[config.mk]
export PLATFORM = sky130hd
export DESIGN_NAME = ddscr_regs
export DESIGN_NICKNAME = d
export VERILOG_FILES = /design/src/shared/ddscr_pkg.sv /design/src/ddscr_regs.sv
export VERILOG_INCLUDE_DIRS = /design/src /design/src/shared
export SDC_FILE = /design/constraint.sdc
export NUM_CORES = 2
export LEC_CHECK = 0
export ABC_AREA = 1
export CAP_MARGIN = 20
export CORE_MARGIN = 8
export CORE_UTILIZATION = 55
export DETAILED_ROUTE_END_ITERATION = 7
export DONT_BUFFER_PORTS = 1
export PLACE_DENSITY_LB_ADDON = 0.25
export SYNTH_ARGS = -nofsm -noshare
export SYNTH_HDL_FRONTEND = slang
export SYNTH_SLANG_ARGS = --single-unit
[constraint.sdc]
create_clock -name core_clk -period 2.2 [get_ports core_clk]
set_clock_uncertainty 0.2 [all_clocks]
set_input_delay 0.22 -clock core_clk [delete_from_list [all_inputs] [get_ports core_clk]]
set_output_delay 0.22 -clock core_clk [all_outputs]
set_load 0.005 [all_outputs]
[src/shared/ddscr_defs.svh]
// register addresses, field positions and reset values of the channel control register set
`ifndef DDSCR_DEFS_SVH
`define DDSCR_DEFS_SVH

// ==========================================================================
// register addresses (shared by all channels)
`define DDSCR_ADDR_CHSEL    8'h00
`define DDSCR_ADDR_GFUNC2   8'h02
`define DDSCR_ADDR_CHFUNC   8'h03
`define DDSCR_ADDR_FTW      8'h04
`define DDSCR_ADDR_POW      8'h05
`define DDSCR_ADDR_AMPCTL   8'h06
`define DDSCR_ADDR_SWRATE   8'h07
`define DDSCR_ADDR_RDW      8'h08
`define DDSCR_ADDR_FDW      8'h09

// ==========================================================================
// channel_function fields
`define DDSCR_CF_SINE       0
`define DDSCR_CF_PCLR       1
`define DDSCR_CF_PACLR      2
`define DDSCR_CF_SCLR       3
`define DDSCR_CF_SACLR      4
`define DDSCR_CF_MATCH      5
`define DDSCR_CF_DACPD      6
`define DDSCR_CF_DIGPD      7
`define DDSCR_CF_LSB_LO     8
`define DDSCR_CF_MBZ        10
`define DDSCR_CF_SRLOAD     13
`define DDSCR_CF_SWEEP      14
`define DDSCR_CF_NODWELL    15
`define DDSCR_CF_MOD_LO     22

// ==========================================================================
// amplitude_control fields
`define DDSCR_AC_SCALE_LO   0
`define DDSCR_AC_RRLOAD     10
`define DDSCR_AC_AUTO       11
`define DDSCR_AC_MULT       12
`define DDSCR_AC_STEP_LO    14
`define DDSCR_AC_RATE_LO    16

// ==========================================================================
// global function two fields
`define DDSCR_G2_PCLR       12
`define DDSCR_G2_PACLR      13
`define DDSCR_G2_SCLR       14
`define DDSCR_G2_SACLR      15

// ==========================================================================
// reset values
`define DDSCR_RST_CHSEL     8'hF0
`define DDSCR_RST_CHFUNC    24'h00_0000
`define DDSCR_RST_AMPCTL    24'h00_0000
`define DDSCR_RST_WORD      32'h0000_0000
`define DDSCR_NCH           4

`endif

[src/shared/ddscr_pkg.sv]
// types of the channel control register set
`default_nettype none
package ddscr_pkg;

   // active per-channel control fields
   typedef struct packed {
      logic        sine_sel;
      logic        phase_clr;
      logic        phase_autoclr_pulse;
      logic        sweep_clr;
      logic        sweep_autoclr_pulse;
      logic        match_delay;
      logic        dac_pd;
      logic        dig_pd;
      logic [1:0]  dac_lsb;
      logic        sweep_rate_reload;
      logic        sweep_en;
      logic        no_dwell;
      logic [1:0]  mod_sel;
      logic [13:0] phase_offset;
      logic [31:0] ftw;
      logic [9:0]  amp_scale;
      logic        amp_rate_reload;
      logic        amp_mult_en;
      logic        amp_auto;
      logic        amp_bypass;
      logic [1:0]  amp_step;
      logic [7:0]  amp_rate;
      logic [15:0] sweep_rate;
      logic [31:0] rise_delta;
      logic [31:0] fall_delta;
   } ddscr_chan_s;

   // register write request from the serial port
   typedef struct packed {
      logic        wr;
      logic [7:0]  addr;
      logic [31:0] data;
   } ddscr_wr_s;

endpackage : ddscr_pkg
`default_nettype wire

[src/ddscr_regs.sv]
// per-channel control register set with buffered update
`timescale 1ns/1ps
`default_nettype none
`include "ddscr_defs.svh"
// Behaviour
// - global sweep autoclear zeros all sweep accumulators
// - function bit0 picks sine, else cosine
// - function bit1 holds phase accumulator cleared
// - function bit2 zeros phase accumulator on update
// - function bit3 holds sweep accumulator cleared
// - function bit4 zeros sweep accumulator on update
// - function bit5 enables matched pipeline delay
// - function bit6 powers down channel DAC
// - function bit7 powers down channel digital core
// - DAC step field defaults to 00
// - function bit13 reloads sweep timer on update
// - function bit14 enables linear sweep
// - no-dwell ignored while sweep disabled
// - top two bits select modulation type
// - phase offset is fourteen bits, top unused
// - amplitude scale factor in bits 9..0
// - amplitude bit10 reloads timer on update/profile
// - bit11 picks auto ramp when multiplier on
// - bit12 zero bypasses and stops multiplier
// - amplitude step bits 15..14, rate 23..16
// - sweep rate sixteen bits, delta words 32
// - writes reach only channel-enabled channels
module ddscr_regs
(
   // clock and reset
   input  wire logic                  core_clk,
   input  wire logic                  sys_rst,
   // register write port from the serial interface
   input  wire ddscr_pkg::ddscr_wr_s  wr_req,
   // update strobe and profile select inputs
   input  wire logic                  io_update,
   input  wire logic [3:0]            profile_select_inputs,
   // register read port
   input  wire logic [7:0]            rd_addr,
   input  wire logic [1:0]            rd_chan,
   output logic      [31:0]           rd_data,
   // active controls per channel
   output ddscr_pkg::ddscr_chan_s     chan_ctl [`DDSCR_NCH],
   output logic      [3:0]            amp_timer_reload,
   output logic      [3:0]            sweep_timer_reload
);

   // ======================================================================
   // global registers
   logic [7:0]  channel_select_r;
   logic [15:0] global_function_two_buf_r;
   logic [15:0] global_function_two_r;
   logic [3:0]  profile_select_inputs_r;
   logic        profile_change;

   // the channel enable nibble acts immediately, without an update
   always_ff @(posedge core_clk)
   begin
      if (sys_rst)
         channel_select_r <= `DDSCR_RST_CHSEL;
      else if (wr_req.wr && wr_req.addr == `DDSCR_ADDR_CHSEL)
         channel_select_r <= wr_req.data[7:0];
   end

   always_ff @(posedge core_clk)
   begin
      if (sys_rst)
      begin
         global_function_two_buf_r <= 16'h0000;
         global_function_two_r     <= 16'h0000;
      end
      else
      begin
         if (wr_req.wr && wr_req.addr == `DDSCR_ADDR_GFUNC2)
            global_function_two_buf_r <= wr_req.data[15:0];
         if (io_update)
            global_function_two_r <= global_function_two_buf_r;
      end
   end

   always_ff @(posedge core_clk)
   begin
      if (sys_rst)
         profile_select_inputs_r <= 4'h0;
      else
         profile_select_inputs_r <= profile_select_inputs;
   end

   assign profile_change = profile_select_inputs_r != profile_select_inputs;

   // ======================================================================
   // per-channel buffer and active registers
   genvar ch;
   generate
      for (ch = 0; ch < `DDSCR_NCH; ch++)
      begin : g_chan
         logic [23:0] channel_function_buf_r, channel_function_r;
         logic [15:0] phase_offset_word_buf_r, phase_offset_word_r;
         logic [31:0] frequency_tuning_word_buf_r, frequency_tuning_word_r;
         logic [23:0] amplitude_control_buf_r, amplitude_control_r;
         logic [15:0] sweep_ramp_rate_buf_r, sweep_ramp_rate_r;
         logic [31:0] rising_delta_word_buf_r, rising_delta_word_r;
         logic [31:0] falling_delta_word_buf_r, falling_delta_word_r;
         logic        chan_wr;
         logic        phase_az_r;
         logic        sweep_az_r;

         assign chan_wr = wr_req.wr && channel_select_r[4 + ch];

         // buffered writes
         always_ff @(posedge core_clk)
         begin
            if (sys_rst)
            begin
               channel_function_buf_r      <= `DDSCR_RST_CHFUNC;
               phase_offset_word_buf_r     <= 16'h0000;
               frequency_tuning_word_buf_r <= `DDSCR_RST_WORD;
               amplitude_control_buf_r     <= `DDSCR_RST_AMPCTL;
               sweep_ramp_rate_buf_r       <= 16'h0000;
               rising_delta_word_buf_r     <= `DDSCR_RST_WORD;
               falling_delta_word_buf_r    <= `DDSCR_RST_WORD;
            end
            else if (chan_wr)
            begin
               unique case (wr_req.addr)
                  `DDSCR_ADDR_CHFUNC: channel_function_buf_r      <= wr_req.data[23:0];
                  `DDSCR_ADDR_POW:    phase_offset_word_buf_r     <= wr_req.data[15:0];
                  `DDSCR_ADDR_FTW:    frequency_tuning_word_buf_r <= wr_req.data;
                  `DDSCR_ADDR_AMPCTL: amplitude_control_buf_r     <= wr_req.data[23:0];
                  `DDSCR_ADDR_SWRATE: sweep_ramp_rate_buf_r       <= wr_req.data[15:0];
                  `DDSCR_ADDR_RDW:    rising_delta_word_buf_r     <= wr_req.data;
                  `DDSCR_ADDR_FDW:    falling_delta_word_buf_r    <= wr_req.data;
                  default: ;
               endcase
            end
         end

         // transfer to active registers on the update strobe
         always_ff @(posedge core_clk)
         begin
            if (sys_rst)
            begin
               channel_function_r      <= `DDSCR_RST_CHFUNC;
               phase_offset_word_r     <= 16'h0000;
               frequency_tuning_word_r <= `DDSCR_RST_WORD;
               amplitude_control_r     <= `DDSCR_RST_AMPCTL;
               sweep_ramp_rate_r       <= 16'h0000;
               rising_delta_word_r     <= `DDSCR_RST_WORD;
               falling_delta_word_r    <= `DDSCR_RST_WORD;
            end
            else if (io_update)
            begin
               channel_function_r      <= channel_function_buf_r;
               phase_offset_word_r     <= phase_offset_word_buf_r;
               frequency_tuning_word_r <= frequency_tuning_word_buf_r;
               amplitude_control_r     <= amplitude_control_buf_r;
               sweep_ramp_rate_r       <= sweep_ramp_rate_buf_r;
               rising_delta_word_r     <= rising_delta_word_buf_r;
               falling_delta_word_r    <= falling_delta_word_buf_r;
            end
         end

         // one-cycle autoclear pulses follow the update, using the new settings
         always_ff @(posedge core_clk)
         begin
            if (sys_rst)
            begin
               phase_az_r <= 1'b0;
               sweep_az_r <= 1'b0;
            end
            else
            begin
               phase_az_r <= io_update &&
                  (channel_function_buf_r[`DDSCR_CF_PACLR] ||
                   global_function_two_buf_r[`DDSCR_G2_PACLR]);
               sweep_az_r <= io_update &&
                  (channel_function_buf_r[`DDSCR_CF_SACLR] ||
                   global_function_two_buf_r[`DDSCR_G2_SACLR]);
            end
         end

         // timer reloads: sweep on the update strobe, amplitude on the update strobe or a profile change, when the load bits are set
         always_ff @(posedge core_clk)
         begin
            if (sys_rst)
            begin
               sweep_timer_reload[ch] <= 1'b0;
               amp_timer_reload[ch]   <= 1'b0;
            end
            else
            begin
               sweep_timer_reload[ch] <= io_update &&
                  channel_function_buf_r[`DDSCR_CF_SRLOAD];
               amp_timer_reload[ch]   <= (io_update || profile_change) &&
                  amplitude_control_buf_r[`DDSCR_AC_RRLOAD];
            end
         end

         // active controls; channel clear bits act straight from the written value, global clear bits only after the update
         always_comb
         begin
            chan_ctl[ch].sine_sel            = channel_function_r[`DDSCR_CF_SINE];
            chan_ctl[ch].phase_clr           = channel_function_buf_r[`DDSCR_CF_PCLR] ||
               channel_function_r[`DDSCR_CF_PCLR] ||
               global_function_two_r[`DDSCR_G2_PCLR];
            chan_ctl[ch].phase_autoclr_pulse = phase_az_r;
            chan_ctl[ch].sweep_clr           = channel_function_buf_r[`DDSCR_CF_SCLR] ||
               channel_function_r[`DDSCR_CF_SCLR] ||
               global_function_two_r[`DDSCR_G2_SCLR];
            chan_ctl[ch].sweep_autoclr_pulse = sweep_az_r;
            chan_ctl[ch].match_delay         = channel_function_r[`DDSCR_CF_MATCH];
            chan_ctl[ch].dac_pd              = channel_function_r[`DDSCR_CF_DACPD];
            chan_ctl[ch].dig_pd              = channel_function_r[`DDSCR_CF_DIGPD];
            chan_ctl[ch].dac_lsb             =
               channel_function_r[`DDSCR_CF_LSB_LO +: 2];
            chan_ctl[ch].sweep_rate_reload   = channel_function_r[`DDSCR_CF_SRLOAD];
            chan_ctl[ch].sweep_en            = channel_function_r[`DDSCR_CF_SWEEP];
            chan_ctl[ch].no_dwell            = channel_function_r[`DDSCR_CF_NODWELL] &&
               channel_function_r[`DDSCR_CF_SWEEP];
            chan_ctl[ch].mod_sel             =
               channel_function_r[`DDSCR_CF_MOD_LO +: 2];
            chan_ctl[ch].phase_offset        = phase_offset_word_r[13:0];
            chan_ctl[ch].ftw                 = frequency_tuning_word_r;
            chan_ctl[ch].amp_scale           =
               amplitude_control_r[`DDSCR_AC_SCALE_LO +: 10];
            chan_ctl[ch].amp_rate_reload     = amplitude_control_r[`DDSCR_AC_RRLOAD];
            chan_ctl[ch].amp_mult_en         = amplitude_control_r[`DDSCR_AC_MULT];
            chan_ctl[ch].amp_bypass          = !amplitude_control_r[`DDSCR_AC_MULT];
            chan_ctl[ch].amp_auto            = amplitude_control_r[`DDSCR_AC_AUTO] &&
               amplitude_control_r[`DDSCR_AC_MULT];
            chan_ctl[ch].amp_step            =
               amplitude_control_r[`DDSCR_AC_STEP_LO +: 2];
            chan_ctl[ch].amp_rate            =
               amplitude_control_r[`DDSCR_AC_RATE_LO +: 8];
            chan_ctl[ch].sweep_rate          = sweep_ramp_rate_r;
            chan_ctl[ch].rise_delta          = rising_delta_word_r;
            chan_ctl[ch].fall_delta          = falling_delta_word_r;
         end
      end
   endgenerate

   // ======================================================================
   // readback of the buffered (last written) values; phase offset bits 15..14 read as zero
   // bit 10 of channel_function is stored as written; software keeps it zero
   logic [31:0] rd_nxt;

   always_comb
   begin
      rd_nxt = 32'h0000_0000;
      unique case (rd_chan)
         2'd0: rd_nxt = chan_rd(g_chan[0].channel_function_buf_r,
                                g_chan[0].phase_offset_word_buf_r,
                                g_chan[0].frequency_tuning_word_buf_r,
                                g_chan[0].amplitude_control_buf_r,
                                g_chan[0].sweep_ramp_rate_buf_r,
                                g_chan[0].rising_delta_word_buf_r,
                                g_chan[0].falling_delta_word_buf_r, rd_addr);
         2'd1: rd_nxt = chan_rd(g_chan[1].channel_function_buf_r,
                                g_chan[1].phase_offset_word_buf_r,
                                g_chan[1].frequency_tuning_word_buf_r,
                                g_chan[1].amplitude_control_buf_r,
                                g_chan[1].sweep_ramp_rate_buf_r,
                                g_chan[1].rising_delta_word_buf_r,
                                g_chan[1].falling_delta_word_buf_r, rd_addr);
         2'd2: rd_nxt = chan_rd(g_chan[2].channel_function_buf_r,
                                g_chan[2].phase_offset_word_buf_r,
                                g_chan[2].frequency_tuning_word_buf_r,
                                g_chan[2].amplitude_control_buf_r,
                                g_chan[2].sweep_ramp_rate_buf_r,
                                g_chan[2].rising_delta_word_buf_r,
                                g_chan[2].falling_delta_word_buf_r, rd_addr);
         2'd3: rd_nxt = chan_rd(g_chan[3].channel_function_buf_r,
                                g_chan[3].phase_offset_word_buf_r,
                                g_chan[3].frequency_tuning_word_buf_r,
                                g_chan[3].amplitude_control_buf_r,
                                g_chan[3].sweep_ramp_rate_buf_r,
                                g_chan[3].rising_delta_word_buf_r,
                                g_chan[3].falling_delta_word_buf_r, rd_addr);
      endcase
      if (rd_addr == `DDSCR_ADDR_CHSEL)
         rd_nxt = {24'h00_0000, channel_select_r};
      else if (rd_addr == `DDSCR_ADDR_GFUNC2)
         rd_nxt = {16'h0000, global_function_two_buf_r};
   end

   always_ff @(posedge core_clk)
   begin
      if (sys_rst)
         rd_data <= 32'h0000_0000;
      else
         rd_data <= rd_nxt;
   end

   function automatic logic [31:0] chan_rd(
      input logic [23:0] cf,
      input logic [15:0] pow,
      input logic [31:0] ftw,
      input logic [23:0] ac,
      input logic [15:0] sr,
      input logic [31:0] rising_delta_word,
      input logic [31:0] falling_delta_word,
      input logic [7:0]  a);
      chan_rd = 32'h0000_0000;
      unique case (a)
         `DDSCR_ADDR_CHFUNC: chan_rd = {8'h00, cf};
         `DDSCR_ADDR_POW:    chan_rd = {16'h0000, 2'b00, pow[13:0]};
         `DDSCR_ADDR_FTW:    chan_rd = ftw;
         `DDSCR_ADDR_AMPCTL: chan_rd = {8'h00, ac};
         `DDSCR_ADDR_SWRATE: chan_rd = {16'h0000, sr};
         `DDSCR_ADDR_RDW:    chan_rd = rising_delta_word;
         `DDSCR_ADDR_FDW:    chan_rd = falling_delta_word;
         default:            chan_rd = 32'h0000_0000;
      endcase
   endfunction : chan_rd

endmodule : ddscr_regs
`default_nettype wire

# After elaboration in Yosys (flattened, before gate mapping)
# Index checks and enable logic that the tools add are counted.
[word_totals]
ff_bits = 1483
[classes]
eq_ne = 20
n_mux = 7
reduce_logical = 92
[ops]
columns = ["cell", "count"]
rows = [
  ["$pmux 32 s7", 4],
  ["$pmux 32 s4", 1],
  ["$eq 8x3->1 const B", 8],
  ["$reduce_and 2->1", 28],
  ["$eq 8x2->1 const B", 4],
  ["$eq 8x4->1 const B", 4],
  ["$logic_and 1x1->1", 30],
  ["$logic_or 1x1->1", 25],
  ["$logic_not 8->1", 2],
  ["$mux 16", 1],
  ["$mux 8", 1],
  ["$eq 2x2->1 const B", 2],
  ["$logic_not 1->1", 4],
  ["$ne 4x4->1", 1],
  ["$reduce_or 3->1", 1],
  ["$eq 2x1->1 const B", 1],
  ["$logic_not 2->1", 1],
  ["$reduce_or 2->1", 1],
]

# Longest topological paths before layout
[logic_depth]
word_depth = 5
ltp_mapped = 15
ltp_nobuf = 13

# Least setup slack after synthesis
# No wires, ideal clock.
[synth_path]
path_kind = "input to register"
startpoint = "in io_update"
endpoint = "reg g_chan[0].amplitude_control_r[10]"
setup_time_ns = 0.133
arrival_ns = 1.570
t_required_ns = 1.867
slack_ns = 0.297
cell_stages = 6
path_buffers = 5
path_cell_list = "clkbuf_1 -> clkbuf_1 -> clkbuf_1 -> clkbuf_1 -> buf_1 -> a21oi_1"
[synth_lines]
columns = ["element", "line_no", "text"]
rows = [
  ["start, declared", "ddscr_regs.sv:36", "input wire logic io_update,"],
  ["end signal, assigned", "ddscr_regs.sv:146", "amplitude_control_r <= `DDSCR_RST_AMPCTL;"],
  ["end signal, assigned", "ddscr_regs.sv:156", "amplitude_control_r <= amplitude_control_buf_r;"],
  ["end, declared", "ddscr_regs.sv:100", "logic [23:0] amplitude_control_buf_r, amplitude_control_r;"],
]
# No word-level cell between the ends.

==> run_results.csv <==
group,metric,value,unit
pwr,p_per_area,800.0,mW/mm^2
floorplanning,design.core.area,0.09957,mm^2
place,gp_congestion,1.003,
timing,tightest_slew,2.616,ns
timing,fin_ws,-0.4945,ns
timing,fin_crit_sh,122.5,%
detailed_routing,ant_nets,0,
cells_and_area,final_cell_mix,"1417 x dfxtp_1, 1273 x o21ai_0, 1069 x a21oi_1",
timing,holdWs,-0.6561,ns
detailed_routing,wl,256500,um
timing,slew_headroom,-74.40,%
timing,min_period,2.695,ns
clocking,cts_buffers,143,
critical_path,cp.required,2.65,ns
critical_path,worstPathCellList,"o21ai_0 -> a21oi_1 -> dlygate4sd3_1",
critical_path,cp_slowest_cell,"o21ai_0",
hold_path,hp-class,"in -> reg",
pwr,ir_worst_vdd,0.0005730,V
floorplanning,dieHeight,332.2,um
synthesis,synth.avg_cell_area,7.620,um^2
critical_path,critPathKind,"in -> reg",
clocking,cts.reportedPaths.clkPinSlew,0.06,ns
global_route,overflow,0,
cells_and_area,area_delta_synth_final,27.90,%
timing,setup_violations,257,
place,dp_hpwl,164800,um
critical_path,critPathMaxStageDelay,0.93,ns
global_route,grt_max_degree,904,
critical_path,worstPathArrival,3.14,ns
synthesis,synthArstFlopShare,0,%
pwr,leakagePower,0.02797,uW
floorplanning,die_w,332.2,um
status,status,"complete, but fails checks",
cells_and_area,nets,7821,
floorplanning,std_cell_rows,116,
clocking,tritoncts,"done",
detailed_routing,drt_iter0_drc,9058,
detailed_routing,vias_per_cell,6.154,
clocking,h-tree-depth,4,
clocking,cts_sinks,1422,
place,dp.cells,8054,
critical_path,startpoint_type,"input pin",
clocking,clk_latency,0.77,ns
synthesis,synth_edf_count,0,
cells_and_area,design_area,0.07031,mm^2
timing,max_freq,371.1,MHz
cells_and_area,stdcell_count,9179,
place,placed_area,0.05651,mm^2
floorplanning,dieArea,0.1103,mm^2
synthesis,synth_flop_cell,"dfxtp_1",
critical_path,path_delay_family,"compound AO/OA/AOI/OAI gates",
detailed_routing,drtPass1Iterations,8,
global_route,first_global_vias,51930,
detailed_routing,drc,0,
clocking,cts_root_buf,"clkbuf_16",
cells_and_area,n_fill_cell,7694,
critical_path,crit_path_end_kind,"flop",
status,violations,"negative hold slack, max-slew violations, negative setup slack",
global_route,grt_pass1_wl,362400,um
job,maxCapViolCount,0,
synthesis,syn_nets,7273,
floorplanning,initial_core_util,55.22,%
detailed_routing,wl_per_cell,27.95,um
timing,finalHoldViolCount,152,
synthesis,synth_warnings,0,
cells_and_area,layout_commonest_cell,"dfxtp_1",
global_route,grt_antenna_before_repair,20,
synthesis,ys_seq_area_share,51.78,%
clocking,clk_path_buf_depth,3,
cells_and_area,seq_area,0.02847,mm^2
synthesis,ys_seq_elements,1422,
timing,tns,-38.72,ns
critical_path,path_buf_inv,1,
synthesis,synth_cell_types,33,
timing,report.final.slew_viol_count,463,
detailed_routing,num_vias,56490,
floorplanning,io_pins,758,
synthesis,netlist_area,0.05498,mm^2
synthesis,synth_cells,7215,
cells_and_area,drive_gt1_share,7.920,%
cells_and_area,multi_input_area,0.02115,mm^2
place,port_buffers,0,
critical_path,crit_path_max_fanout,902,
global_route,gr-usage-all-layers,43.54,%
-- report_power, final --
part	internal (uW)	switching, uW	leakage, uW
logic	1700	2290	0.0140
clock network	14500	10600	0.00238
registers	26400	758	0.0116
total	42600	13700	0.0280
-- registers in the layout (all words and copies together) (netlist names), 52 cells and up --
register / flops
g_chan.frequency_tuning_word_r: 128
g_chan.sweep_ramp_rate_r: 64
g_chan.rising_delta_word_buf_r: 128
g_chan.amplitude_control_buf_r: 96
g_chan.phase_offset_word_buf_r: 56
g_chan.phase_offset_word_r: 56
g_chan.frequency_tuning_word_buf_r: 128
g_chan.falling_delta_word_buf_r: 128
g_chan.sweep_ramp_rate_buf_r: 64
g_chan.channel_function_r: 52
g_chan.rising_delta_word_r: 128
g_chan.channel_function_buf_r: 96
g_chan.amplitude_control_r: 92
g_chan.falling_delta_word_r: 128
-- worst register-to-register path, cell delays in order, from the launching register on --
cell and delay, ns:
dfxtp_1 0.38, nand3_2 0.16, nand2_1 0.07, nor2_1 0.18
nand2_1 0.16, nand2_1 0.11, nand4_1 0.10, dlygate4sd3_1 0.57
nor2_1 0.09, nor2_1 0.04
-- cell usage after synthesis (all sizes together) (2+ instances only) --
| cell | instances | share of area (%) |
|---|---|---|
| nand3 | 454 | 4.1 |
| a211oi | 56 | 0.76 |
| o21ai | 1274 | 12 |
| clkinv | 6 | 0.041 |
| nor4 | 3 | 0.073 |
| nand2 | 552 | 3.8 |
| o21a | 2 | 0.027 |
| o211ai | 16 | 0.22 |
| clkbuf | 518 | 3.5 |
| o22ai | 68 | 0.77 |
| inv | 551 | 3.8 |
| a221oi | 3 | 0.048 |
| buf | 231 | 2.6 |
| a21oi | 1069 | 9.7 |
| a31o | 4 | 0.064 |
| o221ai | 11 | 0.18 |
| o2111ai | 8 | 0.13 |
| nand4 | 10 | 0.11 |
| nor2 | 953 | 6.5 |
| dfxtp | 1422 | 52 |
-- stage by stage --
step                hold slack [ns]  util (%)  setup slack, ns  total power (uW)
floorplan                    0.1270         -           0.2971             29110
global placement             0.1304     56.75          -0.2183             29740
detailed placement           0.1306     56.75          -0.2350             29780
CTS                         -0.6496     70.10         0.001390             55830
global route                -0.6629     70.59        -0.003962             57380
finish                      -0.6561     70.62          -0.4945             56250
-- per-layer routing --
metal,vias up,GRT usage [%],wire length [um]
li1,24980,-,-
met2,4119,63.70,107100
met3,836,14.70,36060
met4,10,30.43,21470
met5,-,0,69
met1,26540,53.71,91870
-- cell families (layout without fill, tap and decap cells) --
group	after synthesis	count (layout)	share of synthesized area, %
AO/OA/AOI/OAI	2512	2512	23.55
AND/OR/NAND/NOR	1974	1974	14.67
flip-flops	1422	1422	51.78
buffers and inverters	1306	1957	9.982
XOR/XNOR	1	1	0.01593
other	0	15	0
-- path summary, 6_finish.rpt --
kind	start	endpoint	slack (ns)	depth (start not counted)
worst max register to register	g_chan[2].amplitude_control_buf_r[14]$_SDFFE_PP0P_	rd_data[14]$_SDFF_PP0_	0.01	9
worst max-delay path	io_update	g_chan[3].phase_offset_word_r[6]$_SDFFE_PP0P_	-0.49	3
worst min-delay path	sys_rst	g_chan[0].phase_offset_word_buf_r[7]$_SDFFE_PP0P_	-0.66	1
worst min register to register	g_chan[2].channel_function_buf_r[17]$_SDFFE_PP0P_	g_chan[2].channel_function_buf_r[17]$_SDFFE_PP0P_	0.25	2
-- area by class of cell --
type / instances / area share (%)
clock inverter: 46 / 0.7171
tap: 1298 / 2.310
multi-input combinational: 4487 / 30.07
antenna: 15 / 0.05338
clock buffer: 202 / 6.057
timing repair buffer: 1152 / 17.27
sequential: 1422 / 40.50
inverter: 557 / 3.029
-- what timing repair did --
action | in CTS | in global routing
pin swaps | 0 | 2
cloned | 0 | 2
setup buffers | 2 | 11
endpoints found under the hold margin | 1415 | 278
endpoints found under the setup margin | 3 | 170
gates resized for setup | 1 | 41
hold buffers | 823 | 23
No activity file was read; power rests on OpenSTA's default activity.
